--- config.mk ---
export PLATFORM = sky130hd
export DESIGN_NAME = wdpw_top
export DESIGN_NICKNAME = d
export VERILOG_FILES = /design/src/logic/wdpw_presc.v /design/src/logic/wdpw_gap.v /design/src/logic/wdpw_top.v
export VERILOG_INCLUDE_DIRS = /design/src /design/src/logic
export SDC_FILE = /design/constraint.sdc
export NUM_CORES = 1
export LEC_CHECK = 0
export ABC_AREA = 1
export BUFFER_PORTS_ARGS = -buffer_cell sky130_fd_sc_hd__clkbuf_2
export CORE_MARGIN = 5
export CORE_UTILIZATION = 50
export CTS_CLUSTER_SIZE = 14
export DETAILED_ROUTE_END_ITERATION = 6
export GPL_TIMING_DRIVEN = 0
export PLACE_DENSITY = 0.83
export SYNTH_ARGS = -nofsm -noshare
export SYNTH_HDL_FRONTEND = slang
export SYNTH_SLANG_ARGS = --single-unit
--- constraint.sdc ---
create_clock -name i_clock -period 1.63 [get_ports i_clock]
set_input_delay 0.4075 -clock i_clock [delete_from_list [all_inputs] [get_ports i_clock]]
set_output_delay 0.4075 -clock i_clock [all_outputs]
set_load 0.02 [all_outputs]
--- src/logic/wdpw_map.vh ---
// Purpose: Offsets, fields, reset values and counts of the watchdog.
// Assumes: Included by every watchdog design file.
// Notes: Definitions only.
`ifndef WDPW_MAP_VH
`define WDPW_MAP_VH
// Register byte offsets
`define WDPW_ADDR_CON0 8'h00
`define WDPW_ADDR_CON1 8'h04
`define WDPW_ADDR_SR 8'h08
`define WDPW_ADDR_ISR 8'h0C
`define WDPW_ADDR_IMR 8'h10
// Control word 0 fields
`define WDPW_C0_ENDINIT 0
`define WDPW_C0_LOCK 1
`define WDPW_C0_PWF_HI 7
`define WDPW_C0_PWF_LO 2
`define WDPW_C0_PWU_HI 15
`define WDPW_C0_PWU_LO 8
`define WDPW_C0_REL_HI 31
`define WDPW_C0_REL_LO 16
// Control word 1 fields
`define WDPW_C1_DIS 2
`define WDPW_C1_PSEL 3
`define WDPW_C1_PWU_HI 15
`define WDPW_C1_PWU_LO 8
// Fixed password part and reset values
`define WDPW_PW_FIX 6'h2A
`define WDPW_PWU_RST 8'h00
`define WDPW_RELOAD_RST 16'h0000
`define WDPW_FIXED_RELOAD 16'hFFFC
`define WDPW_ENDINIT_RST 1'b0
// Event bits of status and mask
`define WDPW_EV_ACC 0
`define WDPW_EV_OVF 1
`define WDPW_EV_END 2
`define WDPW_EV_PRW 3
`define WDPW_EV_N 4
// Timing counts in system clocks
`define WDPW_DIV_LO 256
`define WDPW_DIV_HI 16384
`define WDPW_GAP_CYC 1024
`define WDPW_RST_CYC 16
// Bus answers
`define WDPW_RESP_OK 2'h0
`define WDPW_RESP_ERR 2'h2
`endif

--- src/logic/wdpw_presc.v ---
// Purpose: Tick divider for the watchdog counter.
// Assumes: One system clock, synchronous active-low reset.
// Notes: Restarts the count when the ratio changes.
`include "wdpw_map.vh"
`default_nettype none
module wdpw_presc #(
  parameter DIV_LO = `WDPW_DIV_LO,
  parameter DIV_HI = `WDPW_DIV_HI
) (
  input wire i_clock,
  input wire i_rst_n,
  input wire i_sel_hi,
  output reg o_tick
);
  reg [15:0] cnt; // Cycles since last tick
  reg sel_q; // Ratio seen last cycle
  wire [15:0] lim = i_sel_hi ? DIV_HI[15:0] - 16'h0001 : DIV_LO[15:0] - 16'h0001;
  // One-cycle tick every DIV cycles
  always @(posedge i_clock) begin
    if (!i_rst_n) begin
      cnt <= 16'h0000;
      sel_q <= 1'b0;
      o_tick <= 1'b0;
    end else begin
      sel_q <= i_sel_hi;
      if (sel_q != i_sel_hi || cnt >= lim) begin
        // Ratio switch restarts so no short tick leaks out
        o_tick <= (sel_q == i_sel_hi);
        cnt <= 16'h0000;
      end else begin
        o_tick <= 1'b0;
        cnt <= cnt + 16'h0001;
      end
    end
  end
endmodule // wdpw_presc
`default_nettype wire

--- src/logic/wdpw_gap.v ---
// Purpose: Limits the gap between the two access writes.
// Assumes: Start and stop are one-cycle pulses.
// Notes: Expiry is a one-cycle pulse.
`include "wdpw_map.vh"
`default_nettype none
module wdpw_gap #(
  parameter GAP_CYC = `WDPW_GAP_CYC
) (
  input wire i_clock,
  input wire i_rst_n,
  input wire i_start,
  input wire i_stop,
  output reg o_expire
);
  reg run; // Window open
  reg [15:0] cnt; // Cycles since first write
  // Count while the window is open
  always @(posedge i_clock) begin
    if (!i_rst_n) begin
      run <= 1'b0;
      cnt <= 16'h0000;
      o_expire <= 1'b0;
    end else if (i_start) begin
      run <= 1'b1;
      cnt <= 16'h0000;
      o_expire <= 1'b0;
    end else if (i_stop || !run) begin
      run <= 1'b0;
      o_expire <= 1'b0;
    end else if (cnt == GAP_CYC[15:0] - 16'h0001) begin
      // Too slow: window closes with an error
      run <= 1'b0;
      o_expire <= 1'b1;
    end else begin
      cnt <= cnt + 16'h0001;
      o_expire <= 1'b0;
    end
  end
endmodule // wdpw_gap
`default_nettype wire

--- src/logic/wdpw_top.v ---
// Purpose: Watchdog with password access, pre-warning and reset hold.
// Assumes: 20 MHz system clock; i_rst_n is the power-on reset.
// Notes: AXI4-Lite register slave; one write and one read at a time.
//
// What this block does
// - Counter ticks at clock over 256 or 16384
// - Normal mode reloads programmed 16-bit value
// - Time-out and pre-warning reload fixed value
// - Unserviced enabled watchdog leads to system reset
// - Error raises NMI, reset follows later
// - Drive end-of-init line, watch its changes
// - Access needs fixed plus user password
// - Two writes, gap timed, long gap invalid
// - Bad password or guard starts reset
// - Counter overflow starts reset
// - Disable keeps password and end-of-init watch
// - Second watchdog reset holds until power-on
`include "wdpw_map.vh"
`default_nettype none
module wdpw_top #(
  parameter DIV_LO = `WDPW_DIV_LO,
  parameter DIV_HI = `WDPW_DIV_HI,
  parameter GAP_CYC = `WDPW_GAP_CYC,
  parameter RST_CYC = `WDPW_RST_CYC
) (
  input wire i_clock,
  input wire i_rst_n,
  input wire [7:0] i_awaddr,
  input wire i_awvalid,
  output reg o_awready,
  input wire [31:0] i_wdata,
  input wire [3:0] i_wstrb,
  input wire i_wvalid,
  output reg o_wready,
  output reg [1:0] o_bresp,
  output reg o_bvalid,
  input wire i_bready,
  input wire [7:0] i_araddr,
  input wire i_arvalid,
  output reg o_arready,
  output reg [31:0] o_rdata,
  output reg [1:0] o_rresp,
  output reg o_rvalid,
  input wire i_rready,
  output reg o_endinit,
  output reg o_nmi,
  output reg o_sys_rst,
  output reg o_irq
);
  // Watchdog modes
  localparam MODE_NORM = 3'd0;
  localparam MODE_TOUT = 3'd1;
  localparam MODE_PREW = 3'd2;
  localparam MODE_RST = 3'd3;
  localparam MODE_HOLD = 3'd4;

  reg [2:0] mode; // Current mode
  reg [15:0] count; // Watchdog counter
  reg [15:0] reload; // Programmed reload
  reg [7:0] pw_user; // User password part
  reg dis; // Watchdog disable request
  reg psel; // High ratio select
  reg acc_open; // First write accepted
  reg acc_err; // Access error seen
  reg ovf_err; // Overflow error seen
  reg rst_seen; // One watchdog reset already issued
  reg [7:0] rst_cnt; // Reset pulse length
  reg [`WDPW_EV_N-1:0] isr; // Sticky events
  reg [`WDPW_EV_N-1:0] imr; // Event mask
  reg aw_held; // Write address captured
  reg w_held; // Write data captured
  reg [7:0] aw_addr; // Captured address
  reg [31:0] w_data; // Captured data
  reg [3:0] w_strb; // Captured strobes

  wire tick; // Counter tick
  wire gap_exp; // Gap expired

  // Write fires once both halves are present and no answer pends
  wire wr_fire = aw_held && w_held && !o_bvalid;
  wire con0_wr = wr_fire && aw_addr == `WDPW_ADDR_CON0;
  wire con1_wr = wr_fire && aw_addr == `WDPW_ADDR_CON1;
  wire imr_wr = wr_fire && aw_addr == `WDPW_ADDR_IMR;
  wire rd_fire = i_arvalid && o_arready;
  wire isr_rd = rd_fire && i_araddr == `WDPW_ADDR_ISR;

  // Password is the fixed part plus the user part
  wire pw_ok = w_data[`WDPW_C0_PWF_HI:`WDPW_C0_PWF_LO] == `WDPW_PW_FIX &&
               w_data[`WDPW_C0_PWU_HI:`WDPW_C0_PWU_LO] == pw_user;
  wire guard_ok = pw_ok && w_data[`WDPW_C0_LOCK];
  wire live = mode == MODE_NORM || mode == MODE_TOUT; // Errors counted
  wire first_bad = con0_wr && !acc_open && !pw_ok;
  wire second_bad = con0_wr && acc_open && !guard_ok;
  wire svc = con0_wr && acc_open && guard_ok;
  // Disable only stops normal-mode overflow; time-out still runs
  wire ovf = tick && count == 16'hFFFF && !(mode == MODE_NORM && dis);
  wire aerr = live && (first_bad || second_bad || (acc_open && gap_exp));
  wire oerr = live && ovf;
  wire prw_ovf = mode == MODE_PREW && tick && count == 16'hFFFF;
  wire new_endinit = w_data[`WDPW_C0_ENDINIT];
  wire end_chg = svc && new_endinit != o_endinit;

  // Counter tick divider
  wdpw_presc #(
    .DIV_LO(DIV_LO),
    .DIV_HI(DIV_HI)
  ) u_presc (
    .i_clock(i_clock),
    .i_rst_n(i_rst_n),
    .i_sel_hi(psel),
    .o_tick(tick)
  );

  // Access gap limiter
  wdpw_gap #(
    .GAP_CYC(GAP_CYC)
  ) u_gap (
    .i_clock(i_clock),
    .i_rst_n(i_rst_n),
    .i_start(con0_wr && !acc_open && pw_ok),
    .i_stop(con0_wr && acc_open),
    .o_expire(gap_exp)
  );

  // Write channel capture, either order
  always @(posedge i_clock) begin
    if (!i_rst_n) begin
      aw_held <= 1'b0;
      w_held <= 1'b0;
      aw_addr <= 8'h00;
      w_data <= 32'h00000000;
      w_strb <= 4'h0;
      o_awready <= 1'b0;
      o_wready <= 1'b0;
      o_bvalid <= 1'b0;
      o_bresp <= `WDPW_RESP_OK;
    end else begin
      // Ready pulses for one cycle when a slot is free
      o_awready <= !aw_held && !o_awready && i_awvalid;
      o_wready <= !w_held && !o_wready && i_wvalid;
      if (i_awvalid && o_awready) begin
        aw_held <= 1'b1;
        aw_addr <= i_awaddr;
      end
      if (i_wvalid && o_wready) begin
        w_held <= 1'b1;
        w_data <= i_wdata;
        w_strb <= i_wstrb;
      end
      if (wr_fire) begin
        aw_held <= 1'b0;
        w_held <= 1'b0;
        o_bvalid <= 1'b1;
        // Protected control word refuses writes after init
        if (aw_addr == `WDPW_ADDR_CON0 || aw_addr == `WDPW_ADDR_IMR)
          o_bresp <= `WDPW_RESP_OK;
        else if (aw_addr == `WDPW_ADDR_CON1 && !o_endinit)
          o_bresp <= `WDPW_RESP_OK;
        else
          o_bresp <= `WDPW_RESP_ERR;
      end else if (o_bvalid && i_bready) begin
        o_bvalid <= 1'b0;
      end
    end
  end

  // Read channel
  always @(posedge i_clock) begin
    if (!i_rst_n) begin
      o_arready <= 1'b0;
      o_rvalid <= 1'b0;
      o_rdata <= 32'h00000000;
      o_rresp <= `WDPW_RESP_OK;
    end else begin
      o_arready <= !o_rvalid && !o_arready && i_arvalid;
      if (rd_fire) begin
        o_rvalid <= 1'b1;
        o_rresp <= `WDPW_RESP_OK;
        if (i_araddr == `WDPW_ADDR_CON0)
          o_rdata <= {reload, pw_user, `WDPW_PW_FIX, acc_open, o_endinit};
        else if (i_araddr == `WDPW_ADDR_CON1)
          o_rdata <= {16'h0000, pw_user, 4'h0, psel, dis, 2'b00};
        else if (i_araddr == `WDPW_ADDR_SR)
          o_rdata <= {count, 9'h000, mode, rst_seen, ovf_err, acc_err, o_nmi};
        else if (i_araddr == `WDPW_ADDR_ISR)
          o_rdata <= {28'h0000000, isr};
        else if (i_araddr == `WDPW_ADDR_IMR)
          o_rdata <= {28'h0000000, imr};
        else begin
          // Unmapped address answers with an error
          o_rdata <= 32'h00000000;
          o_rresp <= `WDPW_RESP_ERR;
        end
      end else if (o_rvalid && i_rready) begin
        o_rvalid <= 1'b0;
      end
    end
  end

  // Control word 1 and mask, byte lane 0 and 1
  always @(posedge i_clock) begin
    if (!i_rst_n) begin
      dis <= 1'b0;
      psel <= 1'b0;
      pw_user <= `WDPW_PWU_RST;
      imr <= {`WDPW_EV_N{1'b0}};
    end else begin
      // Only writable while end-of-init is clear
      if (con1_wr && !o_endinit) begin
        if (w_strb[0]) begin
          dis <= w_data[`WDPW_C1_DIS];
          psel <= w_data[`WDPW_C1_PSEL];
        end
        if (w_strb[1])
          pw_user <= w_data[`WDPW_C1_PWU_HI:`WDPW_C1_PWU_LO];
      end
      if (imr_wr && w_strb[0])
        imr <= w_data[`WDPW_EV_N-1:0];
    end
  end

  // Sticky events; a new event wins over the read clear
  always @(posedge i_clock) begin
    if (!i_rst_n) begin
      isr <= {`WDPW_EV_N{1'b0}};
      o_irq <= 1'b0;
    end else begin
      isr <= (isr & ~{`WDPW_EV_N{isr_rd}}) |
             {prw_ovf, end_chg, oerr, aerr};
      o_irq <= |(((isr & ~{`WDPW_EV_N{isr_rd}}) |
                 {prw_ovf, end_chg, oerr, aerr}) & imr);
    end
  end

  // Watchdog core: modes, counter, access sequence
  always @(posedge i_clock) begin
    if (!i_rst_n) begin
      // Power-on: time-out mode, watchdog enabled, count loaded with the fixed reload
      mode <= MODE_TOUT;
      count <= `WDPW_FIXED_RELOAD;
      reload <= `WDPW_RELOAD_RST;
      o_endinit <= `WDPW_ENDINIT_RST;
      acc_open <= 1'b0;
      acc_err <= 1'b0;
      ovf_err <= 1'b0;
      rst_seen <= 1'b0;
      rst_cnt <= 8'h00;
      o_nmi <= 1'b0;
      o_sys_rst <= 1'b0;
    end else begin
      if (tick)
        count <= count + 16'h0001;
      // Access sequence survives a disabled watchdog
      if (con0_wr)
        acc_open <= !acc_open && pw_ok;
      else if (gap_exp)
        acc_open <= 1'b0;
      if (svc) begin
        o_endinit <= new_endinit;
        reload <= w_data[`WDPW_C0_REL_HI:`WDPW_C0_REL_LO];
      end
      case (mode)
        MODE_NORM, MODE_TOUT: begin
          if (aerr || oerr) begin
            // Warn first, reset later
            mode <= MODE_PREW;
            count <= `WDPW_FIXED_RELOAD;
            o_nmi <= 1'b1;
            acc_err <= aerr;
            ovf_err <= oerr;
          end else if (svc && new_endinit) begin
            mode <= MODE_NORM;
            count <= w_data[`WDPW_C0_REL_HI:`WDPW_C0_REL_LO];
          end else if (svc) begin
            mode <= MODE_TOUT;
            count <= `WDPW_FIXED_RELOAD;
          end else if (tick && count == 16'hFFFF) begin
            // Normal mode with watchdog disabled wraps to reload; every other wrap is an error above
            count <= reload;
          end
        end
        MODE_PREW: begin
          // Service cannot cancel the pending reset
          if (prw_ovf) begin
            mode <= MODE_RST;
            o_sys_rst <= 1'b1;
            rst_cnt <= 8'h00;
          end
        end
        MODE_RST: begin
          if (rst_seen) begin
            mode <= MODE_HOLD;
          end else if (rst_cnt == RST_CYC[7:0] - 8'h01) begin
            // First watchdog reset ends; restart as after boot
            rst_seen <= 1'b1;
            mode <= MODE_TOUT;
            count <= `WDPW_FIXED_RELOAD;
            o_endinit <= `WDPW_ENDINIT_RST;
            acc_open <= 1'b0;
            o_nmi <= 1'b0;
            o_sys_rst <= 1'b0;
          end else begin
            rst_cnt <= rst_cnt + 8'h01;
          end
        end
        MODE_HOLD: begin
          // Only power-on reset leaves this state
          o_sys_rst <= 1'b1;
        end
        default: begin
          mode <= MODE_TOUT;
        end
      endcase
    end
  end
endmodule // wdpw_top
`default_nettype wire

Word-level counts from Yosys, hierarchy flattened
Cells that the tools add are included.
{"block": "totals", "regBits": 190, "latchBits": 0, "mem_bits_rw": 0, "romBits": 0, "elab_cells": 214, "memories": 0}
{"block": "op_classes", "addsub": 4, "multipliers": 0, "div": 0, "order_cmp": 1, "eq_ne": 25, "shift": 0, "mux": 57, "n_bitwise": 8, "n_reduce_logical": 83}
{"cell": "16-bit 2-to-1 mux", "count": 7}
{"cell": "32-bit 2-to-1 mux", "count": 3}
{"cell": "16-bit by 1-bit adder with 16-bit output, second input constant", "count": 3}
{"cell": "1-bit logical AND", "count": 39}
{"cell": "16-bit one-hot mux with 2 select lines", "count": 1}
{"cell": "8-bit by 4-bit equality test with 1-bit output, second input constant", "count": 3}
{"cell": "8-bit 2-to-1 mux", "count": 3}
{"cell": "1-bit 2-to-1 mux", "count": 23}
{"cell": "3-bit 2-to-1 mux", "count": 6}
{"cell": "16-bit by 10-bit equality test with 1-bit output, second input constant", "count": 1}
{"cell": "16-bit equality test, second input constant", "count": 1}
{"cell": "8-bit by 3-bit equality test with 1-bit output, second input constant", "count": 2}
{"cell": "8-bit by 5-bit equality test with 1-bit output, second input constant", "count": 2}
{"cell": "16-bit >= comparator", "count": 1}
{"cell": "8-bit logical NOT", "count": 2}
{"cell": "8-bit one-hot mux with 2 select lines", "count": 1}
{"cell": "4-bit AND reduction", "count": 4}
{"cell": "14-bit 2-to-1 mux", "count": 1}
{"cell": "2-bit 2-to-1 mux", "count": 7}
{"cell": "1-bit logical NOT", "count": 13}
{"cell": "3-bit one-hot mux with 4 select lines", "count": 1}
{"cell": "2-bit != test, second input constant", "count": 5}
{"cell": "2-bit AND reduction", "count": 5}
{"cell": "8-bit by 1-bit adder with 8-bit output, second input constant", "count": 1}
{"cell": "other kinds (23)", "count": 43}

Depth between registers and ports, before layout
Gate-level depths: netlist of run 1.
{"block": "depth", "depth_word": 11, "mapped_depth": 16, "ltp_nobuf": 16}

Modules after synthesis
Synthesis of run 1 repeated with hierarchy kept, for this count alone.
{"block": "hier_totals", "cells_unflattened": 1293, "area_unflattened_um2": 9156.3}
{"module": "wdpw_top", "n_inst": 1, "cells_per_inst": 989, "area_each_um2": 7046.8}
{"module": "wdpw_gap", "n_inst": 1, "cells_per_inst": 174, "area_each_um2": 1094.8}
{"module": "wdpw_presc", "n_inst": 1, "cells_per_inst": 130, "area_each_um2": 1014.7}

Worst setup path after synthesis of run 1
Ideal clock, no wire load.
{"block": "synth_path", "path_kind": "reg-to-reg", "from": "register count[0]", "to": "register count[0]", "setup_ps": 110, "arrival_time_ps": 1618, "t_required_ps": 1520, "setup_slack_ps": -98, "path_stages_with_launch": 15, "path_buffers": 0, "path_cell_list": "dfxtp_1 > ha_1 > nand3_2 > nor2_2 > nand2_2 > inv_2 > nand2_4 > nor2_4 > nand3_2 > nand4_1 > inv_1 > nand2_1 > nand3_1 > nand2_1 > inv_1"}
{"block": "synth_via", "elab_chain_len": 7, "elab_cells_between_ends": 14}
{"item": "from (decl)", "line_no": "wdpw_top.v:58", "text": "reg [15:0] count;"}
{"item": "from (signal assigned)", "line_no": "wdpw_top.v:240", "text": "count <= `WDPW_FIXED_RELOAD;"}
{"item": "from (signal assigned)", "line_no": "wdpw_top.v:252", "text": "count <= count + 16'h0001;"}
{"item": "from (signal assigned)", "line_no": "wdpw_top.v:267", "text": "count <= `WDPW_FIXED_RELOAD;"}
{"item": "16-bit by 1-bit adder with 16-bit output / 16-bit equality test (equally long branches)", "line_no": "wdpw_top.v:252, wdpw_top.v:96, wdpw_top.v:277"}
{"item": "16-bit 2-to-1 mux / 1-bit logical AND (equally long branches)", "line_no": "wdpw_top.v:251, wdpw_top.v:96, wdpw_top.v:277"}
{"item": "16-bit 2-to-1 mux / 1-bit logical AND (equally long branches)", "line_no": "wdpw_top.v:277, wdpw_top.v:96"}
{"item": "16-bit 2-to-1 mux / 1-bit logical AND (equally long branches)", "line_no": "wdpw_top.v:274, wdpw_top.v:98"}
{"item": "16-bit 2-to-1 mux / 1-bit logical OR (equally long branches)", "line_no": "wdpw_top.v:271, wdpw_top.v:264"}
{"item": "16-bit 2-to-1 mux", "line_no": "wdpw_top.v:264", "text": "if (aerr || oerr) begin"}
{"item": "16-bit one-hot mux with 2 select lines (*)", "line_no": "wdpw_top.v:262", "text": "case (mode)"}
Every way passes the cells marked *; elsewhere a longest branch is shown, timed or not.
A chain may end at the register's enable or synchronous reset.

Worst setup path after layout of run 1
{"block": "layout_path", "from": "register count[0]", "to": "register count[4]"}
Same word-level chain as after synthesis.

==> qor.yml, run 1 <==
worst_slack_ps: -497
clkSinkCount: 188
syn-mean-instance-area_um2: 7.25
hold_end: "o_arready$_SDFF_PN0_"
holdWs_ps: 176
antennaDiodeCount: 0
drc: 0
fp.dieH_um: 144
drtAntennaViolNets: 0
grt_pass1_vias: 8929
cp-end-kind: "flip-flop"
dieArea_mm2: 0.0207
clk_pin_slew_ps: 70
area_growth_pct: 38.5
worstHoldPathType: "input pin to flip-flop"
final_common_cell: "nand2_1"
setup_violations: 91
grt_pass1_wl_mm: 43.8
pin_count: 104
cp.required_ps: 1970
finalPower_uw: 9770
power_density_mw_per_mm2: 788
synthCells: 1235
drt-initial-drc-count: 1355
fin_crit_sh: 1.30
drv_slew: 0
clock_latency_ps: 440
grt_max_degree: 17
worstHoldStart: "i_arvalid"
worst_setup_path_start_kind: "flip-flop"
htree_levels: 4
ys_types: 50
overflow: 0
crit_arrival_ps: 2470
status: "complete, but fails checks"
grtUsageTotal: 0.265
hold_viol: 0
dr.pass1.iters: 6
cts_tree: "yes"
fillers: 1169
whs_path_depth: 3
totalWireLength_mm: 31.5
worst_pin_slew_ps: 740
period_minus_slack_ps: 2130
synthArstFlopShare: 0
io_buffers: 99
layout_common_cells: "187 x nand2_1, 150 x dfxtp_1, 140 x inv_1"
maxCapViolCount: 0
synth_ff_type: "dfxtp_1"
r2r_slack_ps: -500
synth_edf_count: 0
initial_core_util: 0.504
numCtsBuffers: 17
core_mm2: 0.0178
ir_drop_v: 0.000852
cp_max_fo: 10
vias: 9830
routed_via_density: 5.82
regToRegEndpoint: "count[4]$_SDFF_PN1_"
nNetsFinal: 1516
slew-limit-headroom: 0.507
antenna_found_initial: 0
rsz0062_at_grt: "yes"
synthesis.area_mm2: 0.00896
rows: 49
drive_gt1_frac: 0.362
ys_ff_latch: 188
routedWlPerCell_um: 18.6
leakage_uw: 0.00557
gp_congestion: 0.954
fin_skew_ps: 7.57
worstSetupPathType: "flip-flop to flip-flop"
failed_checks: "negative setup slack"
die_w_um: 144
hpwl_mm: 18.8
clk_path_buf_depth: 2
reg2reg_from: "count[0]$_SDFF_PN0_"
ys_warn_count: 0
worst_r2r_path_depth: 12
ys_seq_area_frac: 0.420
fmax_ghz: 0.470
root_buffer: "clkbuf_16"
[worst max-delay path: stages, from the launching register on]
cell and delay [ps]:
dfxtp_4 360, ha_4 170, nand3_4 70, nor2_4 30, nand2_2 80, inv_4 50
nand4_4 110, clkbuf_1 340, o21ai_0 230, o21ai_0 340, nand2_2 90, nand2_1 90
nand2_1 50
[cell usage after synthesis, types with 7 or more instances]
| cell | number | area share |
|---|---|---|
| a211oi_1 | 12 | 0.010 |
| a21oi_1 | 107 | 0.060 |
| buf_2 | 10 | 0.0056 |
| clkbuf_1 | 31 | 0.013 |
| dfxtp_1 | 188 | 0.42 |
| ha_1 | 10 | 0.014 |
| inv_1 | 159 | 0.067 |
| inv_2 | 9 | 0.0038 |
| nand2_1 | 239 | 0.10 |
| nand2_2 | 8 | 0.0056 |
| nand3_1 | 44 | 0.025 |
| nand4_1 | 17 | 0.012 |
| nor2_1 | 128 | 0.054 |
| nor3_1 | 21 | 0.012 |
| nor4_1 | 7 | 0.0049 |
| o2111ai_1 | 8 | 0.0078 |
| o211ai_1 | 31 | 0.026 |
| o21ai_0 | 93 | 0.052 |
| o21ai_1 | 10 | 0.0056 |
| o221ai_1 | 10 | 0.0098 |
| xnor2_1 | 9 | 0.0088 |
| xor2_1 | 22 | 0.022 |
[logic make-up after synthesis]
| group | Yosys count | synth area share |
|---|---|---|
| AO/OA/AOI/OAI | 284 | 0.183 |
| XOR/XNOR | 31 | 0.0303 |
| adder cells (fa/ha/maj) | 10 | 0.0140 |
| buffers and inverters | 221 | 0.0979 |
| flip-flops | 188 | 0.420 |
| other | 1 | 0.000419 |
| AND/OR/NAND/NOR | 500 | 0.254 |
[what timing repair did]
action	4_1_cts	5_1_grt
pin swaps	55	73
buffers inserted	48	43
setup endpoints to repair	122	148
endpoints found under the hold margin	0	0
gates resized for setup	182	214
hold buffers	0	0
cloned	7	2
[per-stage QoR]
stage	util	cells	setup slack [ps]	setup TNS [ps]	cell area (um2)
final	0.698	1689	-497	-17600	12400
after global routing	0.698	1689	-646	-25410	12400
after CTS	0.640	1651	-272	-9180	11400
after detailed placement	0.553	1565	-551	-47010	9840
after global placement	0.553	1565	-520	-41950	9840
after floorplan	-	1237	-46.8	-522	9050
[routing by layer]
| layer | up-vias | wire, um | track usage |
|---|---|---|---|
| li1 | 4491 | - | - |
| met1 | 4509 | 11900 | 0.323 |
| met2 | 653 | 14900 | 0.452 |
| met3 | 177 | 2860 | 0.0579 |
| met4 | 0 | 1820 | 0.112 |
| met5 | - | 0 | 0 |
[sequential cells by signal, summed over array words and instances, names as in the netlist, 2 cells and up]
register,cells
aw_addr,8
count,16
imr,4
isr,4
mode,3
o_rdata,32
pw_user,8
reload,16
rst_cnt,8
u_gap.cnt,16
u_presc.cnt,16
w_data,32
w_strb,2
[power by group]
part           total (uW)  switching (uW)  leakage, uW  internal [uW]
Clock                4040            1780     0.000270           2260
Combinational         934             595      0.00376            339
Sequential           4800            95.1      0.00154           4700
[worst max-delay path by stage]
stage / start / endpoint / slack, ps / cells after the start
after floorplan: count[0]$_SDFF_PN0_ / count[11]$_SDFF_PN1_ / -50 / 13
after global placement: i_arvalid / o_rresp[1]$_SDFFE_PN0P_ / -520 / 7
after detailed placement: i_arvalid / o_rresp[1]$_SDFFE_PN0P_ / -550 / 7
after CTS: w_data[15]$_SDFFE_PN0P_ / count[3]$_SDFF_PN1_ / -270 / 14
after global routing: count[0]$_SDFF_PN0_ / count[4]$_SDFF_PN1_ / -650 / 12
final: count[0]$_SDFF_PN0_ / count[4]$_SDFF_PN1_ / -500 / 12
[final cells by class]
type	count	area (um2)	area share
buffer	48	322	0.0259
multi-input combinational	829	5390	0.434
clock inverter	6	60.1	0.00484
tap	229	287	0.0231
clock buffer	26	499	0.0402
inverter	172	684	0.0552
timing repair inverter	1	6.26	0.000504
timing repair buffer	190	1340	0.108
sequential	188	3820	0.308
Power figures use the tool's default switching activity.
==> run 2: changes to the inputs <==
--- a/config.mk
+++ b/config.mk
@@ -7,13 +7,13 @@
 export NUM_CORES = 1
 export LEC_CHECK = 0
 export ABC_AREA = 1
-export BUFFER_PORTS_ARGS = -buffer_cell sky130_fd_sc_hd__clkbuf_2
 export CORE_MARGIN = 5
 export CORE_UTILIZATION = 50
 export CTS_CLUSTER_SIZE = 14
 export DETAILED_ROUTE_END_ITERATION = 6
+export DONT_BUFFER_PORTS = 1
 export GPL_TIMING_DRIVEN = 0
-export PLACE_DENSITY = 0.83
+export PLACE_DENSITY = 0.78
 export SYNTH_ARGS = -nofsm -noshare
 export SYNTH_HDL_FRONTEND = slang
 export SYNTH_SLANG_ARGS = --single-unit
==> qor.yml, run 2 (synthesized netlist as in run 1, its figures left out) <==
numCtsBuffers: 17  # unchanged
largestRegisters: "o_rdata x32, w_data x32"
maxCapViolCount: 0  # unchanged
fin_skew_ps: 8.04  # +0.469 ps
rsz0062_at_grt: "yes"
antenna_found_initial: 6  # +6
setup_violations: 86  # -5.5%
worst_slack_ps: -391  # +106 ps
io_buffers: 0  # -100%
fin_crit_sh: 1.24  # -0.0652
holdWs_ps: 72.5  # -104 ps
worst_r2r_path_depth: 14  # +2
worst_pin_slew_ps: 776  # +36.0 ps
share_comb_of_total_power: 0.076  # -0.020
rows: 49  # unchanged
routed_via_density: 5.90  # +1.3%
overflow: 0  # unchanged
status: "complete, but fails checks"
drv_slew: 0  # unchanged
hold_viol: 0  # unchanged
pwr-share-seq: 0.479  # -0.012
dieArea_mm2: 0.0207  # unchanged
fmax_ghz: 0.495  # +5.3%
regArea_mm2: 0.00383  # +0.16%
crit_arrival_ps: 2350  # -120 ps
grtUsageTotal: 0.260  # -0.00496
clk_pin_slew_ps: 70  # about the same
drc: 1  # +1
initial_core_util: 0.504  # unchanged
worst_setup_path_start_kind: "flip-flop"
vias: 9291  # -5.5%
reg2reg_from: "w_data[13]$_SDFFE_PN0P_"
switching_power_uw: 2460  # -0.11%
core_mm2: 0.0178  # unchanged
htree_levels: 4  # unchanged
clock_latency_ps: 440  # about the same
drt-initial-drc-count: 1147  # -15%
dr.pass1.iters: 7  # +1
multi_input_area_mm2: 0.00525  # -2.6%
power_density_mw_per_mm2: 863  # +9.6%
fp.dieH_um: 144  # unchanged
worstSetupPathType: "flip-flop to flip-flop"
leakage_uw: 0.00499  # -10%
failed_checks: "design-rule violations, negative setup slack"
ir_drop_v: 0.000786  # -7.8%
clk_path_buf_depth: 2  # unchanged
hold_buffers: 0  # unchanged
p_int_uw: 7640  # +4.6%
layout_common_cells: "190 x nand2_1, 153 x dfxtp_1, 141 x inv_1"
hold_end: "o_arready$_SDFF_PN0_"
cts_tree: "yes"
r2r_slack_ps: -390  # +110 ps
clkSinkCount: 188  # unchanged
drive_gt1_frac: 0.301  # -0.0608
gp_congestion: 0.925  # -3.0%
crit_path_start: "w_data[13]$_SDFFE_PN0P_"
drtAntennaViolNets: 0  # unchanged
final_common_cell: "nand2_1"
slew-limit-headroom: 0.483  # -0.0240
worstHoldPathType: "input pin to flip-flop"
cp-end-kind: "flip-flop"
nNetsFinal: 1399  # -7.7%
switching_share: 0.244  # -0.00857
die_w_um: 144  # unchanged
fillers: 1345  # +15%
regToRegEndpoint: "count[6]$_SDFF_PN1_"
cp.required_ps: 1960  # about the same
root_buffer: "clkbuf_16"
routedWlPerCell_um: 19.1  # +2.4%
cp_max_fo: 10  # unchanged
whs_path_depth: 2  # -1
period_minus_slack_ps: 2020  # -106 ps
pin_count: 104  # unchanged
worstHoldStart: "i_arvalid"
area_growth_pct: 30.7
grt_max_degree: 17  # unchanged
pwr-share-clk: 0.444  # +0.031
totalWireLength_mm: 30.1  # -4.5%
grt_pass1_wl_mm: 42.6  # -2.8%
finalPower_uw: 10100  # +3.4%
grt_pass1_vias: 8447  # -5.4%
hpwl_mm: 18.6  # -0.67%
-- run 2: layout make-up --
class / instances / share of cell area
multi-input cells: 829 / 0.448
flip-flops and latches: 188 / 0.327
well taps: 229 / 0.0245
clock buffers: 23 / 0.0434
inverters: 172 / 0.0579
plain buffers: 47 / 0.0265
repair buffers: 75 / 0.0606
clock inverters: 9 / 0.0113
diodes: 4 / 0.000855
-- run 2: worst max-delay path by stage --
stage,endpoint,cells after the start,slack (ps)
2_1_floorplan,count[11]$_SDFF_PN1_,13,-50
3_3_place_gp,o_rresp[1]$_SDFFE_PN0P_,6,-550
6_report,count[6]$_SDFF_PN1_,14,-390
4_1_cts,count[2]$_SDFF_PN1_,14,-320
3_5_place_dp,o_rresp[1]$_SDFFE_PN0P_,6,-560
5_1_grt,count[6]$_SDFF_PN1_,14,-470
-- run 2: worst max-delay path, stage by stage (launching register included) --
cell and delay [ps]:
dfxtp_2 360, inv_2 50, nand2_2 90, nand2_1 60, nor2_1 120, nand2_1 110, nor2_4 150, buf_6 110
nand4_4 170, nor2_8 240, inv_6 90, o21ai_2 120, nand2_1 70, nand2_1 80, nand3_1 70
-- run 2: timing repair --
| action | 4_1_cts | 5_1_grt |
|---|---|---|
| buffers inserted | 40 | 33 |
| endpoints found under the setup margin | 135 | 136 |
| pin swaps | 39 | 50 |
| gates resized for setup | 137 | 214 |
| gates cloned | 5 | 3 |
-- run 2: metrics by stage --
stage	worst slack, ps	cells	cell area, um2	TNS [ps]	utilization
floorplan	-46.8	1237	9050	-522	-
global placement	-548	1466	9340	-30930	0.525
detailed placement	-560	1466	9340	-35120	0.525
CTS	-322	1542	10700	-10210	0.604
global route	-471	1576	11700	-22490	0.659
finish	-391	1576	11700	-15280	0.659
-- run 2: routing by layer --
layer	track usage	part of all wire	wire length, um
met1	0.313	0.38	11500
met4	0.101	0.043	1280
met2	0.443	0.49	14600
met5	0	0.00080	24
met3	0.0709	0.088	2640
-- run 2: power by group through the flow --
stage | logic (uW) | clock network (uW) | registers, uW
6_report | 772 | 4490 | 4840
5_1_grt | 842 | 4690 | 4850
4_1_cts | 656 | 4480 | 4840
2_1_floorplan | 425 | 0 | 4910
3_5_place_dp | 564 | 0 | 4940
3_3_place_gp | 550 | 0 | 4930
